`config.mk`:
```
export PLATFORM = sky130hd
export DESIGN_NAME = flash_status_and_write_enable
export DESIGN_NICKNAME = d
export VERILOG_FILES = /design/src/flash_status_pkg.sv /design/src/flash_status_and_write_enable.sv
export SDC_FILE = /design/constraint.sdc
export NUM_CORES = 1
export LEC_CHECK = 0
export ABC_AREA = 1
export ABC_CLOCK_PERIOD_IN_PS = 4700
export BUFFER_PORTS_ARGS = -buffer_cell sky130_fd_sc_hd__buf_2
export CAP_MARGIN = 0
export CORE_ASPECT_RATIO = 1.2
export CORE_MARGIN = 10
export CORE_UTILIZATION = 57
export DETAILED_ROUTE_END_ITERATION = 10
export PLACE_DENSITY = 0.78
export SYNTH_ARGS = -nofsm -noshare
export SYNTH_HDL_FRONTEND = slang
export SYNTH_SLANG_ARGS = --single-unit
export TNS_END_PERCENT = 50
```
`constraint.sdc`:
```
create_clock -name sys_clk -period 4.7 [get_ports sys_clk]
set_clock_uncertainty 0.2 [all_clocks]
set_input_delay 0 -clock sys_clk [delete_from_list [all_inputs] [get_ports sys_clk]]
set_output_delay 0 -clock sys_clk [all_outputs]
set_load 0.03 [all_outputs]
```
`src/flash_status_pkg.sv`:
```
/*
 * constants for the serial flash status register and write-enable gate:
 * status bit layout, reset value, instruction opcodes, default busy time.
 * assumes nothing of its surroundings; used with explicit package scope.
 */
package flash_status_pkg;

  // status register layout
  localparam logic [7:0] STATUS_RESET      = 8'h00;
  localparam int         BUSY_BIT          = 0;
  localparam int         WEL_BIT           = 1;
  localparam int         PROT_LSB          = 2;
  localparam int         PROT_MSB          = 5;
  localparam int         FOUR_LINE_BIT     = 6;
  localparam int         STATUS_LOCK_BIT   = 7;
  localparam logic [5:0] STATUS_NV_RESET   = 6'h00;

  // length of one internal write cycle in system clocks (no array model)
  localparam int         BUSY_CYCLES_DEF   = 1000;

  // read, reset, suspend and latch instructions
  localparam logic [7:0] OP_READ_STATUS    = 8'h05;
  localparam logic [7:0] OP_RESET_ENABLE   = 8'h66;
  localparam logic [7:0] OP_RESET          = 8'h99;
  localparam logic [7:0] OP_SUSPEND        = 8'h75;
  localparam logic [7:0] OP_RESUME         = 8'h7a;
  localparam logic [7:0] OP_SET_WEL        = 8'h06;
  localparam logic [7:0] OP_CLEAR_WEL      = 8'h04;

  // program instructions
  localparam logic [7:0] OP_PP             = 8'h02;
  localparam logic [7:0] OP_PP4            = 8'h12;
  localparam logic [7:0] OP_PPQ_A          = 8'h32;
  localparam logic [7:0] OP_PPQ_B          = 8'h38;
  localparam logic [7:0] OP_PPQ4_A         = 8'h34;
  localparam logic [7:0] OP_PPQ4_B         = 8'h3e;

  // erase instructions
  localparam logic [7:0] OP_SE_A           = 8'hd7;
  localparam logic [7:0] OP_SE_B           = 8'h20;
  localparam logic [7:0] OP_SE4            = 8'h21;
  localparam logic [7:0] OP_BE32           = 8'h52;
  localparam logic [7:0] OP_BE32_4         = 8'h5c;
  localparam logic [7:0] OP_BE64           = 8'hd8;
  localparam logic [7:0] OP_BE64_4         = 8'hdc;
  localparam logic [7:0] OP_CE_A           = 8'hc7;
  localparam logic [7:0] OP_CE_B           = 8'h60;

  // register writes, non-volatile
  localparam logic [7:0] OP_WRITE_STATUS   = 8'h01;
  localparam logic [7:0] OP_WRITE_FUNC     = 8'h42;
  localparam logic [7:0] OP_RDPARAM_NV     = 8'h65;
  localparam logic [7:0] OP_XRDPARAM_NV    = 8'h85;
  localparam logic [7:0] OP_INFO_ERASE     = 8'h64;
  localparam logic [7:0] OP_INFO_PROG      = 8'h62;
  localparam logic [7:0] OP_BANK_NV        = 8'h18;
  localparam logic [7:0] OP_TRAIN_NV       = 8'h43;

  // register writes, volatile (latch gated, no internal cycle)
  localparam logic [7:0] OP_XRDPARAM_V     = 8'h83;
  localparam logic [7:0] OP_TRAIN_V        = 8'h4a;
  localparam logic [7:0] OP_DYN_GUARD      = 8'hfb;
  localparam logic [7:0] OP_DYN_GUARD4     = 8'he1;

  // sector guard writes, non-volatile
  localparam logic [7:0] OP_PERS_GUARD     = 8'hfd;
  localparam logic [7:0] OP_PERS_GUARD4    = 8'he3;
  localparam logic [7:0] OP_PERS_ERASE     = 8'he4;
  localparam logic [7:0] OP_PROG_ASP       = 8'h2f;
  localparam logic [7:0] OP_GUARD_LOCK     = 8'ha6;
  localparam logic [7:0] OP_FREEZE         = 8'h91;
  localparam logic [7:0] OP_GANG_LOCK      = 8'h7e;
  localparam logic [7:0] OP_GANG_UNLOCK    = 8'h98;
  localparam logic [7:0] OP_PROG_PASSWORD  = 8'he8;

  // volatile writes that need no latch
  localparam logic [7:0] OP_RDPARAM_V      = 8'hc0;
  localparam logic [7:0] OP_RDPARAM_V_ALT  = 8'h63;
  localparam logic [7:0] OP_BANK_V         = 8'h17;
  localparam logic [7:0] OP_BANK_V_ALT     = 8'hc5;

endpackage

```
`src/flash_status_and_write_enable.sv`:
```
/*
 * status register, busy flag and write-enable latch of a serial flash,
 * reached over the serial pins (mode 0 or 3, single line).
 * assumes sck, cs_n, si and wp_n come from outside the sys_clk domain
 * and toggle no faster than a quarter of sys_clk; array itself not modelled.
 */
`timescale 1ns/10ps
module flash_status_and_write_enable #(
  parameter int BUSY_CYCLES = flash_status_pkg::BUSY_CYCLES_DEF
) (
  input  wire logic sys_clk,
  input  wire logic resetn,
  input  wire logic sck,
  input  wire logic cs_n,
  input  wire logic si,
  input  wire logic wp_n,
  output logic      so,
  output logic      so_oe,
  output logic      four_line_enable,
  output logic      busy_flag
);

  ////////////////////////////////////////////////////////////////////////////
  // opcode classes
  // latch-gated opcodes only
  function automatic logic is_gated(input logic [7:0] op);
    case (op)
      flash_status_pkg::OP_PP, flash_status_pkg::OP_PP4, flash_status_pkg::OP_PPQ_A,
      flash_status_pkg::OP_PPQ_B, flash_status_pkg::OP_PPQ4_A, flash_status_pkg::OP_PPQ4_B,
      flash_status_pkg::OP_SE_A, flash_status_pkg::OP_SE_B, flash_status_pkg::OP_SE4,
      flash_status_pkg::OP_BE32, flash_status_pkg::OP_BE32_4, flash_status_pkg::OP_BE64,
      flash_status_pkg::OP_BE64_4, flash_status_pkg::OP_CE_A, flash_status_pkg::OP_CE_B,
      flash_status_pkg::OP_WRITE_STATUS, flash_status_pkg::OP_WRITE_FUNC,
      flash_status_pkg::OP_RDPARAM_NV, flash_status_pkg::OP_XRDPARAM_NV,
      flash_status_pkg::OP_XRDPARAM_V, flash_status_pkg::OP_INFO_ERASE,
      flash_status_pkg::OP_INFO_PROG, flash_status_pkg::OP_BANK_NV,
      flash_status_pkg::OP_DYN_GUARD, flash_status_pkg::OP_DYN_GUARD4,
      flash_status_pkg::OP_PERS_GUARD, flash_status_pkg::OP_PERS_GUARD4,
      flash_status_pkg::OP_PERS_ERASE, flash_status_pkg::OP_PROG_ASP,
      flash_status_pkg::OP_GUARD_LOCK, flash_status_pkg::OP_FREEZE,
      flash_status_pkg::OP_GANG_LOCK, flash_status_pkg::OP_GANG_UNLOCK,
      flash_status_pkg::OP_PROG_PASSWORD, flash_status_pkg::OP_TRAIN_NV,
      flash_status_pkg::OP_TRAIN_V: is_gated = 1'b1;
      default: is_gated = 1'b0;
    endcase
  endfunction

  // gated opcodes that write volatile cells only: no internal cycle
  function automatic logic is_volatile(input logic [7:0] op);
    case (op)
      flash_status_pkg::OP_XRDPARAM_V, flash_status_pkg::OP_TRAIN_V,
      flash_status_pkg::OP_DYN_GUARD, flash_status_pkg::OP_DYN_GUARD4: is_volatile = 1'b1;
      default: is_volatile = 1'b0;
    endcase
  endfunction

  // program and erase opcodes, the only ones that can be suspended
  function automatic logic is_prog_erase(input logic [7:0] op);
    case (op)
      flash_status_pkg::OP_PP, flash_status_pkg::OP_PP4, flash_status_pkg::OP_PPQ_A,
      flash_status_pkg::OP_PPQ_B, flash_status_pkg::OP_PPQ4_A, flash_status_pkg::OP_PPQ4_B,
      flash_status_pkg::OP_SE_A, flash_status_pkg::OP_SE_B, flash_status_pkg::OP_SE4,
      flash_status_pkg::OP_BE32, flash_status_pkg::OP_BE32_4, flash_status_pkg::OP_BE64,
      flash_status_pkg::OP_BE64_4, flash_status_pkg::OP_CE_A,
      flash_status_pkg::OP_CE_B: is_prog_erase = 1'b1;
      default: is_prog_erase = 1'b0;
    endcase
  endfunction

  function automatic logic is_chip_erase(input logic [7:0] op);
    is_chip_erase = (op == flash_status_pkg::OP_CE_A) || (op == flash_status_pkg::OP_CE_B);
  endfunction

  ////////////////////////////////////////////////////////////////////////////
  // pin synchronisers
  logic [2:0] sck_s_q;
  logic [2:0] cs_s_q;
  logic [1:0] si_s_q;
  logic [1:0] wp_s_q;

  // two flops per pin; third flop of sck and cs only feeds edge detection
  always_ff @(posedge sys_clk or negedge resetn) begin
    if (!resetn) begin
      sck_s_q <= 3'h0;
      cs_s_q  <= 3'h7;
      si_s_q  <= 2'h0;
      wp_s_q  <= 2'h3;
    end else begin
      sck_s_q <= {sck_s_q[1:0], sck};
      cs_s_q  <= {cs_s_q[1:0], cs_n};
      si_s_q  <= {si_s_q[0], si};
      wp_s_q  <= {wp_s_q[0], wp_n};
    end
  end

  logic sck_rise_w;
  logic sck_fall_w;
  logic sel_w;
  logic cs_rise_w;
  logic si_w;
  logic wp_low_w;

  assign sck_rise_w = sck_s_q[1] & ~sck_s_q[2];
  assign sck_fall_w = ~sck_s_q[1] & sck_s_q[2];
  assign sel_w      = ~cs_s_q[1];
  assign cs_rise_w  = cs_s_q[1] & ~cs_s_q[2];
  assign si_w       = si_s_q[1];
  assign wp_low_w   = ~wp_s_q[1];

  ////////////////////////////////////////////////////////////////////////////
  // serial receive: opcode and first data byte
  logic [2:0] bit_idx_q;
  logic [1:0] byte_cnt_q;
  logic [6:0] shift_in_q;
  logic [7:0] opcode_q;
  logic [7:0] data_q;
  logic [7:0] byte_w;

  assign byte_w = {shift_in_q, si_w};

  // mode 0 and 3 both sample on the rising edge; byte count saturates
  always_ff @(posedge sys_clk or negedge resetn) begin
    if (!resetn) begin
      bit_idx_q  <= 3'h0;
      byte_cnt_q <= 2'h0;
      shift_in_q <= 7'h00;
      opcode_q   <= 8'h00;
      data_q     <= 8'h00;
    end else if (!sel_w) begin
      bit_idx_q  <= 3'h0;
      byte_cnt_q <= 2'h0;
    end else if (sck_rise_w) begin
      shift_in_q <= byte_w[6:0];
      bit_idx_q  <= bit_idx_q + 3'h1;
      if (bit_idx_q == 3'h7) begin
        if (byte_cnt_q == 2'h0) begin
          opcode_q <= byte_w;
        end
        if (byte_cnt_q == 2'h1) begin
          data_q <= byte_w;
        end
        if (byte_cnt_q != 2'h3) begin
          byte_cnt_q <= byte_cnt_q + 2'h1;
        end
      end
    end
  end

  ////////////////////////////////////////////////////////////////////////////
  // status state
  logic        busy_q;
  logic        wel_q;
  logic        susp_q;
  logic        prog_erase_q;
  logic        rst_en_q;
  logic [5:0]  nv_q;
  logic [31:0] busy_cnt_q;
  logic [7:0]  status_w;

  assign status_w = {nv_q, wel_q, busy_q};

  ////////////////////////////////////////////////////////////////////////////
  // command acceptance at chip select release
  logic exec_w;
  logic clean_end_w;
  logic status_write_cmd_ok_w;
  logic gate_ok_w;
  logic accept_w;
  logic start_w;
  logic suspend_w;
  logic resume_w;
  logic sw_reset_w;
  logic done_w;

  // a command acts only when select rises on a byte boundary
  assign clean_end_w = (bit_idx_q == 3'h0) && (byte_cnt_q != 2'h0);
  assign exec_w      = cs_rise_w && clean_end_w;

  assign gate_ok_w   = wel_q || !is_gated(opcode_q);
  // hardware lock of the status write
  assign status_write_cmd_ok_w   = !(nv_q[flash_status_pkg::STATUS_LOCK_BIT - 2] && wp_low_w)
                       && (byte_cnt_q >= 2'h2);
  // nothing but reads, resets, suspend and resume while busy or suspended
  assign accept_w    = exec_w && !busy_q && !susp_q;
  // chip erase refused under any protection level
  assign start_w     = accept_w && is_gated(opcode_q) && gate_ok_w && !is_volatile(opcode_q)
                       && !(is_chip_erase(opcode_q) && (nv_q[3:0] != 4'h0))
                       && ((opcode_q != flash_status_pkg::OP_WRITE_STATUS) || status_write_cmd_ok_w);
  // suspend only during a program or erase
  assign suspend_w   = exec_w && busy_q && prog_erase_q && (opcode_q == flash_status_pkg::OP_SUSPEND);
  assign resume_w    = exec_w && susp_q && (opcode_q == flash_status_pkg::OP_RESUME);
  assign sw_reset_w  = exec_w && rst_en_q && (opcode_q == flash_status_pkg::OP_RESET);
  assign done_w      = busy_q && (busy_cnt_q == 32'h0);

  // reset-enable must be the command right before reset
  always_ff @(posedge sys_clk or negedge resetn) begin
    if (!resetn) begin
      rst_en_q <= 1'b0;
    end else if (exec_w) begin
      rst_en_q <= (opcode_q == flash_status_pkg::OP_RESET_ENABLE);
    end
  end

  ////////////////////////////////////////////////////////////////////////////
  // internal write cycle timer
  // busy runs a fixed count; suspend freezes the count
  always_ff @(posedge sys_clk or negedge resetn) begin
    if (!resetn) begin
      busy_q       <= 1'b0;
      susp_q       <= 1'b0;
      prog_erase_q <= 1'b0;
      busy_cnt_q   <= 32'h0;
    end else if (sw_reset_w) begin
      busy_q <= 1'b0;
      susp_q <= 1'b0;
    end else if (start_w) begin
      busy_q       <= 1'b1;
      prog_erase_q <= is_prog_erase(opcode_q);
      busy_cnt_q   <= 32'(BUSY_CYCLES - 1);
    end else if (suspend_w) begin
      busy_q <= 1'b0;
      susp_q <= 1'b1;
    end else if (resume_w) begin
      busy_q <= 1'b1;
      susp_q <= 1'b0;
    end else if (done_w) begin
      busy_q <= 1'b0;
    end else if (busy_q) begin
      busy_cnt_q <= busy_cnt_q - 32'h1;
    end
  end

  ////////////////////////////////////////////////////////////////////////////
  // write-enable latch
  // only latch commands, cycle end and software reset touch it
  always_ff @(posedge sys_clk or negedge resetn) begin
    if (!resetn) begin
      wel_q <= 1'b0;
    end else if (sw_reset_w || done_w) begin
      wel_q <= 1'b0;
    end else if (accept_w && (opcode_q == flash_status_pkg::OP_SET_WEL)) begin
      wel_q <= 1'b1;
    end else if (accept_w && (opcode_q == flash_status_pkg::OP_CLEAR_WEL)) begin
      wel_q <= 1'b0;
    end
  end

  ////////////////////////////////////////////////////////////////////////////
  // protection, four-line enable and lock bits
  // status write lands on bits 2..7 only; one copy serves both
  always_ff @(posedge sys_clk or negedge resetn) begin
    if (!resetn) begin
      nv_q <= flash_status_pkg::STATUS_NV_RESET;
    end else if (start_w && (opcode_q == flash_status_pkg::OP_WRITE_STATUS)) begin
      nv_q <= data_q[flash_status_pkg::STATUS_LOCK_BIT:flash_status_pkg::PROT_LSB];
    end
  end

  assign four_line_enable = nv_q[flash_status_pkg::FOUR_LINE_BIT - 2];
  assign busy_flag        = busy_q;

  ////////////////////////////////////////////////////////////////////////////
  // serial transmit of the status byte
  logic [7:0] out_q;
  logic       so_q;
  logic       so_oe_q;
  logic       reading_w;

  assign reading_w = sel_w && (byte_cnt_q != 2'h0) && (opcode_q == flash_status_pkg::OP_READ_STATUS);

  // reload each byte so a long read repeats the register
  always_ff @(posedge sys_clk or negedge resetn) begin
    if (!resetn) begin
      out_q   <= flash_status_pkg::STATUS_RESET;
      so_q    <= 1'b0;
      so_oe_q <= 1'b0;
    end else if (!reading_w) begin
      so_oe_q <= 1'b0;
    end else if (sck_fall_w) begin
      so_oe_q <= 1'b1;
      if (bit_idx_q == 3'h0) begin
        out_q <= status_w;
        so_q  <= status_w[7];
      end else begin
        so_q  <= out_q[3'h7 - bit_idx_q];
      end
    end
  end

  assign so    = so_q;
  assign so_oe = so_oe_q;
endmodule

```
* Word-level counts from Yosys, hierarchy flattened *
Cells that the tools add are included.

word-level totals
  flip-flop bits (word level) = 91
  latch bits = 0
  RAM bits = 0
  ROM bits = 0
  input bits = 6
  output and inout port bits = 4
  word-level logic and storage cells = 176
  memories = 0

cells by class
  add/sub/neg operators = 4
  multipliers = 0
  div/mod/pow operators = 0
  order comparisons = 2
  equal/unequal tests = 52
  shift-type cells = 0
  muxes and demuxes = 31
  bitwise logic cells = 9
  reduce and logical (&&, ||, !) cells = 59

operators by type and width
  operator                                                                 count
  32-bit 2-to-1 mux                                                        5
  8-bit == test, second input constant                                     16
  8-bit by 7-bit == test with 1-bit output, second input constant          13
  8-bit by 6-bit == test with 1-bit output, second input constant          7
  36-bit OR reduction                                                      1
  32-bit zero test                                                         1
  32-bit by 1-bit subtractor with 32-bit output, second input constant     1
  1-bit logical AND                                                        25
  8-bit by 3-bit == test with 1-bit output, second input constant          3
  1-bit 2-to-1 mux                                                         19
  8-bit by 5-bit == test with 1-bit output, second input constant          2
  15-bit OR reduction                                                      1
  2-bit inequality test, second input constant                             5
  2-bit nonzero test                                                       5
  8-bit by 1-bit == test with 1-bit output, second input constant          1
  8-bit by 2-bit == test with 1-bit output, second input constant          1
  2-bit 2-to-1 mux                                                         4
  8-bit by 1-bit inequality test with 1-bit output, second input constant  1
  2-bit AND reduction                                                      4
  4-bit AND reduction                                                      2
  1-bit zero test                                                          6
  3-bit 2-to-1 mux                                                         2
  1-bit inverter                                                           6
  3-bit AND reduction                                                      2
  other kinds (18)                                                         24

* Logic depth before layout (Yosys ltp) *
Gate-level depths: netlist (run 1).

  depth after elaboration = 12
  mapped depth = 16
  depth with buffers taken out = 15

* Worst setup path after synthesis (run 1) *
Ideal clock, no wire load.

  kind = reg2reg
  start point = register bit_idx_q[0]
  end point = register busy_cnt_q[29]
  library setup time = 0.114 ns
  arrival = 1.922 ns
  required time = 4.386 ns
  setup slack = 2.464 ns
  cell stages (with the launch flop) = 16
  path buffers = 2
  period minus slack after synthesis = 2.236 ns
  path through = dfrtp_1 inv_1 ha_1 nand2_2 nor2_4 inv_1 nor2_2 nand4_1 nor2_1 nand2_2 nand2_2 buf_6 buf_6 nand4_1 nand2_1 nor2_1

on the way
  longest elaborated chain between the ends = 12
  elaborated cells between the ends (all ways) = 24
  those cells by class = eq/ne (3); mux (1); bitwise (1); reduce/logical (19)

RTL lines
  what                                                                          line                                  text
  start, declared                                                               flash_status_and_write_enable.sv:112  logic [2:0] bit_idx_q;
  start signal, assigned                                                        flash_status_and_write_enable.sv:134  bit_idx_q <= bit_idx_q + 3'h1;
  3-bit zero test *                                                             flash_status_and_write_enable.sv:176  assign clean_end_w = (bit_idx_q == 3'h0) && (byte_cnt_q != 2'h0);
  1-bit logical AND *                                                           flash_status_and_write_enable.sv:176
  1-bit logical AND *                                                           flash_status_and_write_enable.sv:177  assign exec_w = cs_rise_w && clean_end_w;
  1-bit logical AND (2 in series)                                               flash_status_and_write_enable.sv:184  assign accept_w = exec_w && !busy_q && !susp_q;
  1-bit logical AND (3 in series)                                               flash_status_and_write_enable.sv:186  assign start_w = accept_w && is_gated(opcode_q) && gate_ok_w && !is_volatile(opcode_q)
  1-bit logical AND                                                             flash_status_and_write_enable.sv:187  && !(is_chip_erase(opcode_q) && (nv_q[3:0] != 4'h0))
  1-bit logical AND                                                             flash_status_and_write_enable.sv:188  && ((opcode_q != flash_status_pkg::OP_WRITE_STATUS) || status_write_cmd_ok_w);
  2-bit inequality test (no line) / 2-bit nonzero test (equally long branches)  --
  5-bit AND reduction (no line)                                                 --
  end signal, assigned                                                          flash_status_and_write_enable.sv:219  busy_cnt_q <= 32'(BUSY_CYCLES - 1);
  end signal, assigned                                                          flash_status_and_write_enable.sv:229  busy_cnt_q <= busy_cnt_q - 32'h1;
  end, declared                                                                 flash_status_and_write_enable.sv:157  logic [31:0] busy_cnt_q;

Every way passes the cells marked *; elsewhere a longest branch is shown, timed or not.
A chain may end at the register's enable or synchronous reset.

* Worst setup path in the final report (run 1) *
  start point = register bit_idx_q[0]
  end point = register nv_q[3]

on the way
  longest elaborated chain between the ends = 11

RTL lines
  what                             line                                  text
  3-bit zero test                  flash_status_and_write_enable.sv:176
  1-bit logical AND                flash_status_and_write_enable.sv:176
  1-bit logical AND                flash_status_and_write_enable.sv:177
  1-bit logical AND (2 in series)  flash_status_and_write_enable.sv:184
  1-bit logical AND (3 in series)  flash_status_and_write_enable.sv:186
  1-bit logical AND                flash_status_and_write_enable.sv:187
  1-bit logical AND                flash_status_and_write_enable.sv:188
  1-bit logical AND                flash_status_and_write_enable.sv:254  end else if (start_w && (opcode_q == flash_status_pkg::OP_WRITE_STATUS)) begin
  end signal, assigned             flash_status_and_write_enable.sv:253  nv_q <= flash_status_pkg::STATUS_NV_RESET;
  end signal, assigned             flash_status_and_write_enable.sv:255  nv_q <= data_q[flash_status_pkg::STATUS_LOCK_BIT:flash_status_pkg::PROT_LSB];
  end, declared                    flash_status_and_write_enable.sv:156  logic [5:0] nv_q;

Every way passes these cells.

==> results of run 1 <==
## registers in the layout (all words and copies together) (netlist names), 2 cells and up
| name | flops |
|---|---|
| out_q | 8 |
| shift_in_q | 7 |
| wp_s_q | 2 |
| nv_q | 6 |
| data_q | 6 |
| opcode_q | 8 |
| byte_cnt_q | 2 |
| bit_idx_q | 3 |
| si_s_q | 2 |
| cs_s_q | 3 |
| busy_cnt_q | 32 |
| sck_s_q | 3 |
## worst paths after layout
| check | startpoint | depth (start not counted) | to |
|---|---|---|---|
| min reg2reg | si_s_q[0] | 0 | si_s_q[1] |
| max in group asynchronous | resetn | 4 | busy_flag |
| max | bit_idx_q[0] | 13 | nv_q[3] |
| min in group asynchronous | resetn | 4 | busy_cnt_q[4] |
| max reg2reg | bit_idx_q[0] | 13 | nv_q[3] |
| min | cs_n | 2 | cs_s_q[0] |
## cell type report
cell class | count | share of cell area
well taps | 114 | 0.0269
clock inverters | 7 | 0.0153
inverters | 80 | 0.0566
flip-flops and latches | 89 | 0.421
repair buffers | 18 | 0.0269
multi-input cells | 489 | 0.430
clock buffers | 9 | 0.0233
## cell usage after synthesis (all sizes together)
| library cell | instances |
|---|---|
| nand2 | 195 |
| nor2 | 128 |
| dfrtp | 84 |
| inv | 80 |
| nand3 | 46 |
| o21ai | 39 |
| nand4 | 22 |
| a21oi | 14 |
| nor3 | 10 |
| buf | 8 |
| ha | 8 |
| dfstp | 5 |
| mux2 | 5 |
| clkbuf | 4 |
| nor4 | 4 |
| or2 | 3 |
| and3 | 2 |
| nand3b | 2 |
| o21a | 2 |
| o22ai | 2 |
| a31o | 1 |
| a32oi | 1 |
| and2 | 1 |
| nor3b | 1 |
| o21bai | 1 |
| o31ai | 1 |
| xor2 | 1 |
## power breakdown
group,internal (mW),switching [mW],leakage (nW)
clock network,0.213,0.316,0.104
registers,0.785,0.00933,1.21
logic,0.0162,0.0372,1.49
total,1.01,0.362,2.80
## worst max-delay path, cell delays in order, from the launching register on
cell,delay (ps)
dfrtp_1,450
inv_1,170
ha_1,190
nand2_2,100
nor2_4,200
inv_1,90
nor2_2,140
nand3_1,90
nor2_1,100
nand2_1,470
inv_1,610
nand2_1,240
nand2_1,130
nand2_1,50
## placed cells by master, fill, tap and decap left out, types with 3 or more instances in the layout
cell / instances
nand4_1: 21
buf_4: 3
nand2_1: 190
nand3_1: 45
dfstp_2: 5
a21oi_1: 14
nor2_1: 115
nor3_1: 8
ha_1: 8
dfrtp_1: 84
clkbuf_8: 9
nor4_1: 4
o21ai_0: 37
mux2_2: 5
nand2_2: 5
dlygate4sd3_1: 6
nor2_2: 11
buf_2: 8
inv_1: 76
or2_2: 3
inv_2: 4
## stage by stage
stage / setup WS, ps / hold WS [ps] / utilization / cell area, um2
2_1_floorplan: 2460 / -496 / - / 4890
3_3_place_gp: 1500 / -270 / 0.609 / 5020
3_5_place_dp: 1370 / -272 / 0.609 / 5020
4_1_cts: 1340 / 47.4 / 0.644 / 5310
5_1_grt: 940 / 60.4 / 0.644 / 5310
6_report: 1350 / 69.2 / 0.644 / 5310
## cells by family after synthesis
logic type | count (synthesis) | share of synthesized area
xor gates and xnor gates | 1 | 0.00179
AOI/OAI and AO/OA | 61 | 0.0665
DFF | 89 | 0.457
adders and majority gates | 8 | 0.0205
and+or+nand+nor | 414 | 0.366
buffers and inverters | 92 | 0.0770
muxes | 5 | 0.0115
## timing repair
item,in CTS,in global routing
gates resized for setup,0,0
hold buffers,7,0
hold endpoints to repair,88,0
## per-layer routing
metal | share of wire | global-route usage | up-vias
met5 | 0 | 0 | -
met4 | 0.026 | 0.0756 | 0
li1 | - | - | 2171
met2 | 0.50 | 0.310 | 95
met1 | 0.44 | 0.196 | 1967
met3 | 0.032 | 0.0298 | 26
==> reports/qor.txt, run 1 <==
period utilization = 0.712
CTS root buf = clkbuf_8
Ports = 10
Worst setup EP type = register
setup_tns = 0 ps
# diodes = 0
Fin. Hold Viols = 0
Worst Tran Pin Value = 827 ps
Die Height = 121 um
Rel. slew slack = 0.447
latest clock arrival within the worst-skew pair = 360 ps
clock sink total = 89
drt wl/cell = 13.1 um
post-layout min period = 3350 ps
fin cells = 806
Die X = 105 um
sequential area share after synthesis = 0.457
leakage power = 2.80 nW
status = finished clean
max_cap viols = 0
CTS max path bufs = 2
clk slew on worst S/H paths = 110 ps
Vias/cell = 5.28
DRT Wirelength = 10500 um
number of fill cells = 752
Initial DRC Count = 291
Arr. time, crit path = 3400 ps
share of cells above drive strength 1 = 0.0983
routability-driven placement congestion ratio = 0.920
largest area contributor in the netlist = dfrtp_1
syn nets = 684
HPWL Detailed = 7760 um
setup violators final = 0
register area = 2230 um2
power consumption = 1.38 mW
row count = 36
area used by multi-input combinational logic = 2280 um2
IO buf count = 9
Post-Syn Instances = 670
highest clock rate = 299 MHz
GRT Total Usage = 0.172
Placed Cells = 783
Peak VDD IR = 0.180 mV
Num CTS Buffers = 9
Mapped Avg Cell Area = 7.30 um2
vias in the first global route = 4108
fin nets = 701
Yosys top cell area share = 0.430
CTS tree = built
reg2reg setup slack = 1350 ps
first-pass GRT wire length = 18400 um
area of the mapped netlist = 4890 um2
WS Path Type = register to register
fin. max-slew vios = 0
Die Footprint = 12700 um2
htree depth = 3
post-route ant nets = 0
Initial Util = 0.594
antenna violations before repair = 0
total number of vias = 4259
Synth Register Bits = 89
Layout area overhead = 8.47%
synth unique cells = 37
critical path startpoint category = register
Setup Buffers After CTS = 0
DRT Pass-1 Iters = 5
Synth Warn # = 0
Worst EP required = 4760 ps
Hold Path Class = input port to register
core area = 8240 um2
DRC Markers = 0
power density cells = 259 nW/um2
largest net degree at the start of global routing = 66
gr ovfl total = 0
RSZ-0062 raised after global routing = false
ranking of synthesized cells by area = dfrtp_1 43%, nand2_1 15%, nor2_1 8.8%
crit path max fanout = 21
Power figures use the tool's default switching activity.
==> run 2: changes to the inputs <==
--- a/config.mk
+++ b/config.mk
@@ -6,7 +6,7 @@
 export NUM_CORES = 1
 export LEC_CHECK = 0
 export ABC_AREA = 1
-export ABC_CLOCK_PERIOD_IN_PS = 4700
+export ABC_CLOCK_PERIOD_IN_PS = 3090
 export BUFFER_PORTS_ARGS = -buffer_cell sky130_fd_sc_hd__buf_2
 export CAP_MARGIN = 0
 export CORE_ASPECT_RATIO = 1.2
==> constraint.sdc (replaced) <==
create_clock -name sys_clk -period 3.09 [get_ports sys_clk]
set_clock_uncertainty 0.2 [all_clocks]
set_input_delay 0 -clock sys_clk [delete_from_list [all_inputs] [get_ports sys_clk]]
set_output_delay 0 -clock sys_clk [all_outputs]
set_load 0.03 [all_outputs]
==> run 2 against run 1 <==
  * Non-clock buffer count increased by 6
  * Die area stayed put
  * Total power increased by 55%
  * Setup slack got worse by 1000 ps
  * Design area is 1.1% higher
  * Register-to-register slack worse by 1000 ps
  * Critical endpoint is now busy_cnt_q[29]
==> reports/qor.txt, run 2 (same netlist as run 1, synthesis figures left out) <==
status = finished clean
Arr. time, crit path = 2870 ps
RSZ-0062 raised after global routing = false
fin. max-slew vios = 0
biggest regs = busy_cnt_q (32), opcode_q (8), out_q (8)
core area = 8240 um2
GRT Total Usage = 0.174
highest clock rate = 361 MHz
max_cap viols = 0
Num CTS Buffers = 9
Worst Tran Pin Value = 588 ps
DRT Pass-1 Iters = 4
clock sink total = 89
max FFs per register = 32
htree depth = 3
drt wl/cell = 13.1 um
post-layout min period = 2770 ps
most used routing layer = met2
power density cells = 398 nW/um2
Worst EP required = 3190 ps
Die X = 105 um
Initial Util = 0.594
reg2reg setup slack = 320 ps
most common cell after layout, fill and taps aside = nand2_1
number of fill cells = 727
fin cells = 812
gr ovfl total = 0
routability-driven placement congestion ratio = 0.915
HPWL Detailed = 7920 um
Rel. slew slack = 0.607
Placed Cells = 789
DRT Wirelength = 10700 um
clk slew on worst S/H paths = 100 ps
setup violators final = 0
Final WS setup = 319 ps
Vias/cell = 5.22
crit path max fanout = 26
total number of vias = 4239
Die Footprint = 12700 um2
Die Height = 121 um
share of cells above drive strength 1 = 0.105
leakage power = 2.82 nW
fin nets = 707
Initial DRC Count = 238
first-pass GRT wire length = 18700 um
antenna violations before repair = 0
latest clock arrival within the worst-skew pair = 360 ps
most frequent cells in the layout = 190 x nand2_1, 115 x nor2_1, 84 x dfrtp_1
WS Path Type = register to register
CTS max path bufs = 2
worst hold path depth = 2
DRC Markers = 0
global routing usage on met3 = 0.0303
post-route ant nets = 0
Layout area overhead = 9.62%
Post-Place Worst Slack = 248 ps
met2 Use GR = 0.319
vias in the first global route = 4210
Top reg by flops = busy_cnt_q
Final Util = 0.651
largest net degree at the start of global routing = 44
# diodes = 0
Ports = 10
CTS root buf = clkbuf_8
row count = 36
FF-to-FF path depth = 16
met1 Use GR = 0.196
period utilization = 0.897
IO buf count = 9
final hold slack = 73.7 ps
Worst setup EP type = register
Peak VDD IR = 0.417 mV
setup_tns = 0 ps
Fin. Hold Viols = 0
CTS tree = built
critical path startpoint category = register
Hold Path Class = input port to register
[run 2: changes by cell type in the layout (fill, tap and decap cells not counted), sizes merged]
| cell | change |
|---|---|
| buf | +5 |
| clkinv | -3 |
| clkinvlp | +2 |
| bufinv | +1 |
| dlygate4sd3 | +1 |
[run 2: worst max-delay path: stages (launching register included)]
cell and delay, ps:
dfrtp_1 450, inv_1 180, ha_1 200, nand2_2 100
nor2_4 190, inv_1 90, nor2_2 150, nand4_1 100
nor2_1 120, nand2_2 130, nand2_4 170, buf_12 190
buf_4 180, nand3_1 70, nand2_1 70, inv_1 30
nor2_1 90
[run 2: per-layer routing]
layer	wire (um)	part of all wire
met5	0	0
met3	214	0.020
met1	4780	0.45
met2	5420	0.51
met4	255	0.024
[run 2: repair_timing]
action,CTS,global route
buffers inserted,0,0
setup endpoints to repair,0,4
hold buffers,7,0
endpoints found under the hold margin,66,0
gates resized for setup,0,1
[run 2: worst paths after layout]
path | startpoint | to
setup / recovery | bit_idx_q[0] | busy_cnt_q[29]
hold / removal | cs_n | cs_s_q[0]
setup reg to reg | bit_idx_q[0] | busy_cnt_q[29]
hold reg to reg | sck_s_q[0] | sck_s_q[1]
max in group asynchronous | resetn | busy_cnt_q[21]
min in group asynchronous | resetn | busy_cnt_q[0]
[run 2: per-stage QoR]
| step | cell area [um2] | power [mW] |
|---|---|---|
| 3_3_place_gp | 5080 | 1.30 |
| 3_5_place_dp | 5080 | 1.31 |
| 2_1_floorplan | 4890 | 1.26 |
| 5_1_grt | 5360 | 2.21 |
| 4_1_cts | 5360 | 2.15 |
| 6_report | 5360 | 2.13 |
[run 2: power by group]
part	leakage, nW	switching (mW)	internal, mW
logic	1.52	0.0555	0.0238
clock network	0.100	0.455	0.391
registers	1.21	0.0135	1.19
total	2.82	0.524	1.61
[run 2: area by class of cell]
| class | count | area, um2 | area share |
|---|---|---|---|
| multi-input cells | 489 | 2290 | 0.427 |
| flip-flops and latches | 89 | 2230 | 0.416 |
| inverters | 80 | 300 | 0.0560 |
| repair buffers | 24 | 190 | 0.0355 |
| well taps | 114 | 143 | 0.0266 |
| clock buffers | 9 | 124 | 0.0231 |
| clock inverters | 7 | 85.1 | 0.0159 |
